<file path="config.mk">
export PLATFORM = sky130hd
export DESIGN_NAME = tps_supervisor
export DESIGN_NICKNAME = d
export VERILOG_FILES = /design/src/design/tps_pkg.sv /design/src/design/tps_supervisor.sv
export VERILOG_INCLUDE_DIRS = /design/src /design/src/design
export SDC_FILE = /design/constraint.sdc
export NUM_CORES = 1
export LEC_CHECK = 0
export BUFFER_PORTS_ARGS = -buffer_cell sky130_fd_sc_hd__buf_4
export CORE_MARGIN = 2
export CORE_UTILIZATION = 38
export DETAILED_ROUTE_END_ITERATION = 10
export SLEW_MARGIN = 20
export SYNTH_ARGS = -nofsm -noshare
export SYNTH_HDL_FRONTEND = slang
export SYNTH_SLANG_ARGS = --single-unit
</file>
<file path="constraint.sdc">
create_clock -name SYS_CLK -period 5 [get_ports SYS_CLK]
set_input_delay 0.75 -clock SYS_CLK [delete_from_list [all_inputs] [get_ports SYS_CLK]]
set_output_delay 0.75 -clock SYS_CLK [all_outputs]
set_load 0.02 [all_outputs]
</file>
<file path="src/design/tps_defines.svh">
// Constants of the thermal protection supervisor: reset values, codes and times.
// Assumes inclusion by bare name from the supervisor package and module.
`ifndef TPS_DEFINES_SVH
`define TPS_DEFINES_SVH

`define TPS_CLK_MHZ          40
`define TPS_COOLDOWN_MS      100
`define TPS_RESTART_US       1500
`define TPS_COOLDOWN_CYCLES  (`TPS_COOLDOWN_MS * 1000 * `TPS_CLK_MHZ)
`define TPS_RESTART_CYCLES   (`TPS_RESTART_US * `TPS_CLK_MHZ)
`define TPS_CAN_FAIL_NONE    2'h0
`define TPS_CAN_FAIL_OT      2'h1
`define TPS_AUX_CTRL_RST     2'h0
`define TPS_FLAG_RST         1'h0
`define TPS_SYNC_STAGES      2

`endif

</file>
<file path="src/design/tps_pkg.sv">
// Types shared by the thermal protection supervisor.
// Assumes tps_defines.svh on the include path.
`default_nettype none
`include "tps_defines.svh"

package tps_pkg;
    typedef enum logic [2:0] {
        TPS_NORMAL   = 3'h1,
        TPS_FAILSAFE = 3'h2,
        TPS_RESTART  = 3'h4
    } tps_mode_t;
endpackage

`default_nettype wire

</file>
<file path="src/design/tps_supervisor.sv">
// Thermal protection supervisor: block shutdowns, prewarning and chip shutdown.
// Assumes comparator inputs are asynchronous; control strobes come from SYS_CLK logic.
`timescale 1ns/1ps
`default_nettype none
`include "tps_defines.svh"

module tps_supervisor
    import tps_pkg::*;
#(
    parameter int N_HS             = 4,
    parameter int COOLDOWN_CYCLES  = `TPS_COOLDOWN_CYCLES,
    parameter int RESTART_CYCLES   = `TPS_RESTART_CYCLES
) (
    input  wire logic            SYS_CLK,
    input  wire logic            RSTN,
    input  wire logic            AUX_OT_RAW,
    input  wire logic            CAN_OT_RAW,
    input  wire logic [N_HS-1:0] HS_OT_RAW,
    input  wire logic            MAIN_PW_RAW,
    input  wire logic            MAIN_SD_RAW,
    input  wire logic            MAIN_SUPPLY_ON,
    input  wire logic            CAN_ON,
    input  wire logic            AUX_CTRL_WR,
    input  wire logic [1:0]      AUX_CTRL_WDATA,
    input  wire logic            HS_CTRL_WR,
    input  wire logic [N_HS-1:0] HS_CTRL_WDATA,
    input  wire logic            CLR_BLOCK_OT,
    input  wire logic            CLR_AUX_OT,
    input  wire logic            CLR_CAN_FAIL,
    input  wire logic [N_HS-1:0] CLR_HS_FAULT,
    input  wire logic            CLR_PREWARN,
    input  wire logic            CLR_CHIP_OT,
    output logic [1:0]           AUX_SUPPLY_ON_CTRL,
    output logic [N_HS-1:0]      HIGH_SIDE_CONTROL,
    output logic                 CAN_TX_EN,
    output logic                 BLOCK_OVERTEMP_FLAG,
    output logic                 AUX_SUPPLY_OVERTEMP_FLAG,
    output logic [1:0]           CAN_FAIL,
    output logic [N_HS-1:0]      HIGH_SIDE_FAULT_FLAG,
    output logic                 THERMAL_PREWARN_FLAG,
    output logic                 CHIP_OVERTEMP_FLAG,
    output logic                 MODE_NORMAL,
    output logic                 MODE_FAILSAFE,
    output logic                 MODE_RESTART
);

    localparam int NRAW = N_HS + 4;

    ////////////////////////////////////////////////////////////////////////////
    // Comparator synchronisers, one pair of flops per raw input.

    logic [NRAW-1:0] raw_in;
    logic [NRAW-1:0] sync_a;
    logic [NRAW-1:0] sync_b;

    assign raw_in = {HS_OT_RAW, MAIN_SD_RAW, MAIN_PW_RAW, CAN_OT_RAW, AUX_OT_RAW};

    genvar gi;
    generate
        for (gi = 0; gi < NRAW; gi++) begin : g_sync
            always_ff @(posedge SYS_CLK or negedge RSTN) begin
                if (!RSTN) begin
                    sync_a[gi] <= 1'h0;
                    sync_b[gi] <= 1'h0;
                end else begin
                    sync_a[gi] <= raw_in[gi];
                    sync_b[gi] <= sync_a[gi];
                end
            end
        end
    endgenerate

    logic            aux_hot;
    logic            can_hot;
    logic            pw_hot;
    logic            sd_hot;
    logic [N_HS-1:0] hs_hot;

    assign aux_hot = sync_b[0];
    assign can_hot = sync_b[1];
    assign pw_hot  = sync_b[2];
    assign sd_hot  = sync_b[3];
    assign hs_hot  = sync_b[NRAW-1:4];

    ////////////////////////////////////////////////////////////////////////////
    // Block shutdowns and diagnosis flags.

    logic [1:0]      aux_ctrl;
    logic [N_HS-1:0] hs_ctrl;
    logic            can_tx;
    logic            blk_flag;
    logic            aux_flag;
    logic [1:0]      can_fail;
    logic [N_HS-1:0] hs_flag;
    logic            pw_flag;
    logic            chip_flag;
    logic [1:0]      next_aux_ctrl;
    logic [N_HS-1:0] next_hs_ctrl;
    logic            next_can_tx;
    logic            next_blk_flag;
    logic            next_aux_flag;
    logic [1:0]      next_can_fail;
    logic [N_HS-1:0] next_hs_flag;
    logic            next_pw_flag;
    logic            next_chip_flag;

    logic            aux_ev;
    logic            can_ev;
    logic            hs_ev;
    logic            pw_ev;
    logic            sd_ev;
    tps_mode_t       mode;

    // Detection counts only while the block is switched on; clearing looks at the synchronised level, not the on state (the chip flag also needs normal mode),
    // so that a block that has already been turned off can still be acknowledged once cool.
    assign aux_ev = aux_hot && (aux_ctrl != `TPS_AUX_CTRL_RST);
    assign can_ev = can_hot && CAN_ON;
    assign hs_ev  = |(hs_hot & hs_ctrl);
    assign pw_ev  = pw_hot && MAIN_SUPPLY_ON;
    assign sd_ev  = sd_hot && MAIN_SUPPLY_ON;

    always_comb begin
        next_aux_ctrl  = AUX_CTRL_WR ? AUX_CTRL_WDATA : aux_ctrl;
        next_hs_ctrl   = HS_CTRL_WR ? HS_CTRL_WDATA : hs_ctrl;
        next_blk_flag  = blk_flag;
        next_aux_flag  = aux_flag;
        next_can_fail  = can_fail;
        next_hs_flag   = hs_flag;
        next_pw_flag   = pw_flag;
        next_chip_flag = chip_flag;
        // Clears are honoured only once the level has gone, so a set always wins.
        if (CLR_BLOCK_OT && !aux_hot && !can_hot && !(|hs_hot)) begin
            next_blk_flag = 1'h0;
        end
        if (CLR_AUX_OT && !aux_hot) begin
            next_aux_flag = 1'h0;
        end
        if (CLR_CAN_FAIL && !can_hot) begin
            next_can_fail = `TPS_CAN_FAIL_NONE;
        end
        next_hs_flag = hs_flag & ~(CLR_HS_FAULT & ~hs_hot);
        if (CLR_PREWARN && !pw_hot) begin
            next_pw_flag = 1'h0;
        end
        if (CLR_CHIP_OT && !sd_hot && mode == TPS_NORMAL) begin
            next_chip_flag = 1'h0;
        end
        // A shutdown overrides a software write in the same cycle.
        if (aux_ev) begin
            next_aux_ctrl = `TPS_AUX_CTRL_RST;
            next_aux_flag = 1'h1;
        end
        if (can_ev) begin
            next_can_fail = `TPS_CAN_FAIL_OT;
        end
        if (hs_ev) begin
            next_hs_ctrl = '0;
            next_hs_flag = next_hs_flag | hs_ctrl;
        end
        if (aux_ev || can_ev || hs_ev) begin
            next_blk_flag = 1'h1;
        end
        if (pw_ev) begin
            next_pw_flag = 1'h1;
        end
        if (sd_ev) begin
            next_chip_flag = 1'h1;
        end
        // The transceiver stays in its mode; only the transmitter follows the heat.
        next_can_tx = CAN_ON && !can_ev;
    end

    always_ff @(posedge SYS_CLK or negedge RSTN) begin
        if (!RSTN) begin
            aux_ctrl  <= `TPS_AUX_CTRL_RST;
            hs_ctrl   <= '0;
            can_tx    <= 1'h0;
            blk_flag  <= `TPS_FLAG_RST;
            aux_flag  <= `TPS_FLAG_RST;
            can_fail  <= `TPS_CAN_FAIL_NONE;
            hs_flag   <= '0;
            pw_flag   <= `TPS_FLAG_RST;
            chip_flag <= `TPS_FLAG_RST;
        end else begin
            aux_ctrl  <= next_aux_ctrl;
            hs_ctrl   <= next_hs_ctrl;
            can_tx    <= next_can_tx;
            blk_flag  <= next_blk_flag;
            aux_flag  <= next_aux_flag;
            can_fail  <= next_can_fail;
            hs_flag   <= next_hs_flag;
            pw_flag   <= next_pw_flag;
            chip_flag <= next_chip_flag;
        end
    end

    ////////////////////////////////////////////////////////////////////////////
    // Chip shutdown: fail-safe for the cool-down, then restart, then normal.

    tps_mode_t   next_mode;
    logic [31:0] count;
    logic [31:0] next_count;

    always_comb begin
        next_mode  = mode;
        next_count = count + 32'h1;
        unique case (mode)
            TPS_NORMAL: begin
                next_count = '0;
            end
            TPS_FAILSAFE: begin
                // A fresh event during cool-down is ignored; the timer is not restarted.
                if (count >= 32'(COOLDOWN_CYCLES - 1)) begin
                    next_mode  = TPS_RESTART;
                    next_count = '0;
                end
            end
            TPS_RESTART: begin
                if (count >= 32'(RESTART_CYCLES - 1)) begin
                    next_mode  = TPS_NORMAL;
                    next_count = '0;
                end
            end
        endcase
        if (sd_ev && mode != TPS_FAILSAFE) begin
            next_mode  = TPS_FAILSAFE;
            next_count = '0;
        end
    end

    always_ff @(posedge SYS_CLK or negedge RSTN) begin
        if (!RSTN) begin
            mode  <= TPS_NORMAL;
            count <= '0;
        end else begin
            mode  <= next_mode;
            count <= next_count;
        end
    end

    ////////////////////////////////////////////////////////////////////////////
    // Outputs, all taken from flops.

    assign AUX_SUPPLY_ON_CTRL       = aux_ctrl;
    assign HIGH_SIDE_CONTROL        = hs_ctrl;
    assign CAN_TX_EN                = can_tx;
    assign BLOCK_OVERTEMP_FLAG      = blk_flag;
    assign AUX_SUPPLY_OVERTEMP_FLAG = aux_flag;
    assign CAN_FAIL                 = can_fail;
    assign HIGH_SIDE_FAULT_FLAG     = hs_flag;
    assign THERMAL_PREWARN_FLAG     = pw_flag;
    assign CHIP_OVERTEMP_FLAG       = chip_flag;
    assign MODE_NORMAL              = mode[0];
    assign MODE_FAILSAFE            = mode[1];
    assign MODE_RESTART             = mode[2];

endmodule // tps_supervisor

`default_nettype wire

</file>
==> impl_metrics.json <==
{
  "status": "complete, no violations",
  "n_antenna_cell": 0,
  "avgSynthCellArea_um2": 11.7,
  "routed_wl_mm": 4.89,
  "ant_nets": 0,
  "grt_antenna_before_repair": 0,
  "final_util_pct": 50.0,
  "vias": 1837,
  "nFillCells": 618,
  "synth_top_area_share_pct": 61.7,
  "slew_violations": 0,
  "ys_seq_area_share_pct": 62.7,
  "cp-end-kind": "flop",
  "drc": 0,
  "dr_wl_met2_mm": 2.14,
  "rsz0062_at_grt": "false",
  "arrival_ps": 2280,
  "drtPass1Iterations": 4,
  "fin_crit_ps": 2100,
  "reg2reg_to": "count[6]",
  "clk-insertion-delay-late_ps": 330,
  "grt-ovfl-total": 0,
  "synth_top_family_by_area": "simple AND/OR/NAND/NOR gates",
  "clockBufferDepth": 2,
  "wl_met3_um": 262,
  "crit_type": "reg2reg",
  "worst_pin_slew_ps": 806,
  "synthToLayoutAreaGrowth_pct": 26.8,
  "p_leak_nw": 1.48,
  "fin_tns_setup_ps": 0,
  "crit_path_end": "count[6]",
  "regToRegSetupSlack_ps": 2900,
  "dieArea_um2": 7730,
  "cp.required_ps": 5180,
  "cap_violations": 0,
  "hold_class": "reg2reg",
  "ir_worst_vdd_uv": 237,
  "h-tree-depth": 3,
  "p_per_area_nw_per_um2": 413,
  "final-hold-violation-count": 0,
  "rr_startpoint": "count[0]",
  "drive_gt1_share_pct": 24.2,
  "dpl_cell_area_um2": 3150,
  "track_usage_pct": 14.2,
  "start_util_pct": 39.4,
  "final_area_um2": 3390,
  "synthTopCellsByArea": "dfrtp_1 (62%), nor2_1 (5.9%), xnor2_1 (3.6%)",
  "viasPerCell": 4.66,
  "routabilityCongestion": 0.793,
  "synth_cells": 229,
  "cts_resized": 0,
  "crit_fanout": 22,
  "synth-compound-area-share_pct": 8.32,
  "grt_pass1_vias": 1812,
  "synthMuxAreaShare_pct": 2.24,
  "post-cts-setup-buffer-count": 0,
  "synth-xor-area-share_pct": 6.21,
  "synth-async-reset-ratio_pct": 100,
  "fmax_mhz": 476,
  "grt_first_pass_wirelength_mm": 8.36,
  "hold_ws_ps": 348,
  "startpoint_type": "flop",
  "crit_start": "count[0]",
  "routed.top_layer": "met4",
  "ys.warnings.count": 0,
  "place_ws_ps": 2890,
  "syn_area_um2": 2680,
  "cts_tree": "yes",
  "final-setup-viol-count": 0,
  "wire_per_inst_um": 12.4,
  "core_um2": 6790,
  "synth_edf_count": 0,
  "ys_types": 37,
  "worst-r2r-cell-count": 6,
  "synthFlopType": "dfrtp_1",
  "nets": 323,
  "fin_skew_ps": 7.87,
  "drt-met1-wl_mm": 2.44,
  "die_w_um": 87.9,
  "yosysMostFrequentCell": "dfrtp_1",
  "ys_top_cells_by_count": "dfrtp_1 (66), nor2_1 (42), xnor2_1 (11)",
  "dpl.hpwl_mm": 3.47,
  "ys_ff_latch": 67,
  "cts_root_buf": "clkbuf_8",
  "slew_headroom_pct": 46.3,
  "die_h_um": 87.9,
  "io_pins": 49,
  "grt_max_degree": 68,
  "min_path_cells": 0,
  "setup_ws_ps": 2900,
  "first_iter_violations": 120,
  "cts_sinks": 67,
  "yosys.area.top_type": "dfrtp_1",
  "clkTransAtPathRegs_ps": 70,
  "cts_buffers": 9,
  "portBuffers": 47,
  "min_period_over_period_pct": 42.0,
  "postCtsHoldBufs": 0,
  "synth-simple-area-share_pct": 17.6,
  "rows": 30,
  "synth-adder-area-share_pct": 0.467
}
[final cells by class]
| cell class | count | area [um^2] | share of cell area, % |
|---|---|---|---|
| inverters | 8 | 30.0 | 0.885 |
| clock inverters | 7 | 116 | 3.43 |
| flip-flops and latches | 67 | 1680 | 49.4 |
| clock buffers | 9 | 124 | 3.65 |
| multi-input cells | 160 | 973 | 28.7 |
| repair buffers | 47 | 353 | 10.4 |
| well taps | 96 | 120 | 3.54 |
[sequential cells by signal, indices dropped and copies added (netlist names), 2 cells and up]
| signal | flops |
|---|---|
| AUX_SUPPLY_ON_CTRL | 2 |
| HIGH_SIDE_CONTROL | 4 |
| HIGH_SIDE_FAULT_FLAG | 4 |
| count | 32 |
| hs_hot | 4 |
| mode | 3 |
| sync_a | 8 |
[layer usage]
layer	up-vias	global-route usage, %
met3	7	4.34
li1	911	-
met4	0	6.57
met5	-	0
met1	873	19.9
met2	46	20.2
[through the flow]
stage | std cells | total power, W
after floorplan | 239 | 0.000768
after global placement | 378 | 0.000884
after detailed placement | 378 | 0.000887
after CTS | 394 | 0.00143
after global routing | 394 | 0.00148
final | 394 | 0.00140
[power breakdown]
| group | internal [W] | leakage [nW] | switching [W] |
|---|---|---|---|
| registers | 0.000597 | 0.839 | 0.0000471 |
| clock network | 0.000330 | 0.119 | 0.000200 |
| logic | 0.000104 | 0.520 | 0.000124 |
[critical path, stage by stage, from the launching register on]
cell and delay, ps:
dfrtp_1 380, ha_1 220, nand4_1 220, o211ai_1 270, a211oi_2 150, a41oi_4 590
a21oi_1 120
[worst min-delay path by stage]
| stage | startpoint | slack, ps | end |
|---|---|---|---|
| after floorplan | sync_a[0] | 330 | aux_hot |
| after global placement | sync_a[2] | 330 | pw_hot |
| after detailed placement | sync_a[5] | 340 | hs_hot[1] |
| after CTS | sync_a[5] | 350 | hs_hot[1] |
| after global routing | sync_a[5] | 360 | hs_hot[1] |
| final | sync_a[5] | 350 | hs_hot[1] |
[kinds of logic (layout without fill, tap and decap cells)]
logic type / after synthesis / in the layout
compound gates: 28 / 28
fa+ha+maj: 1 / 1
simple gates: 95 / 95
flops: 67 / 67
other cells: 1 / 11
xor+xnor: 19 / 19
buf+inv: 12 / 71
mux: 6 / 6
[placed cells by master (no fill, tap or decap), types with 9 or more instances in the layout]
cell	n
dfrtp_1	66
xnor2_1	11
buf_4	47
nor2_1	42
nand3_1	10
nand2_1	10
clkbuf_8	9
conb_1	11
Power figures use the tool's default switching activity.
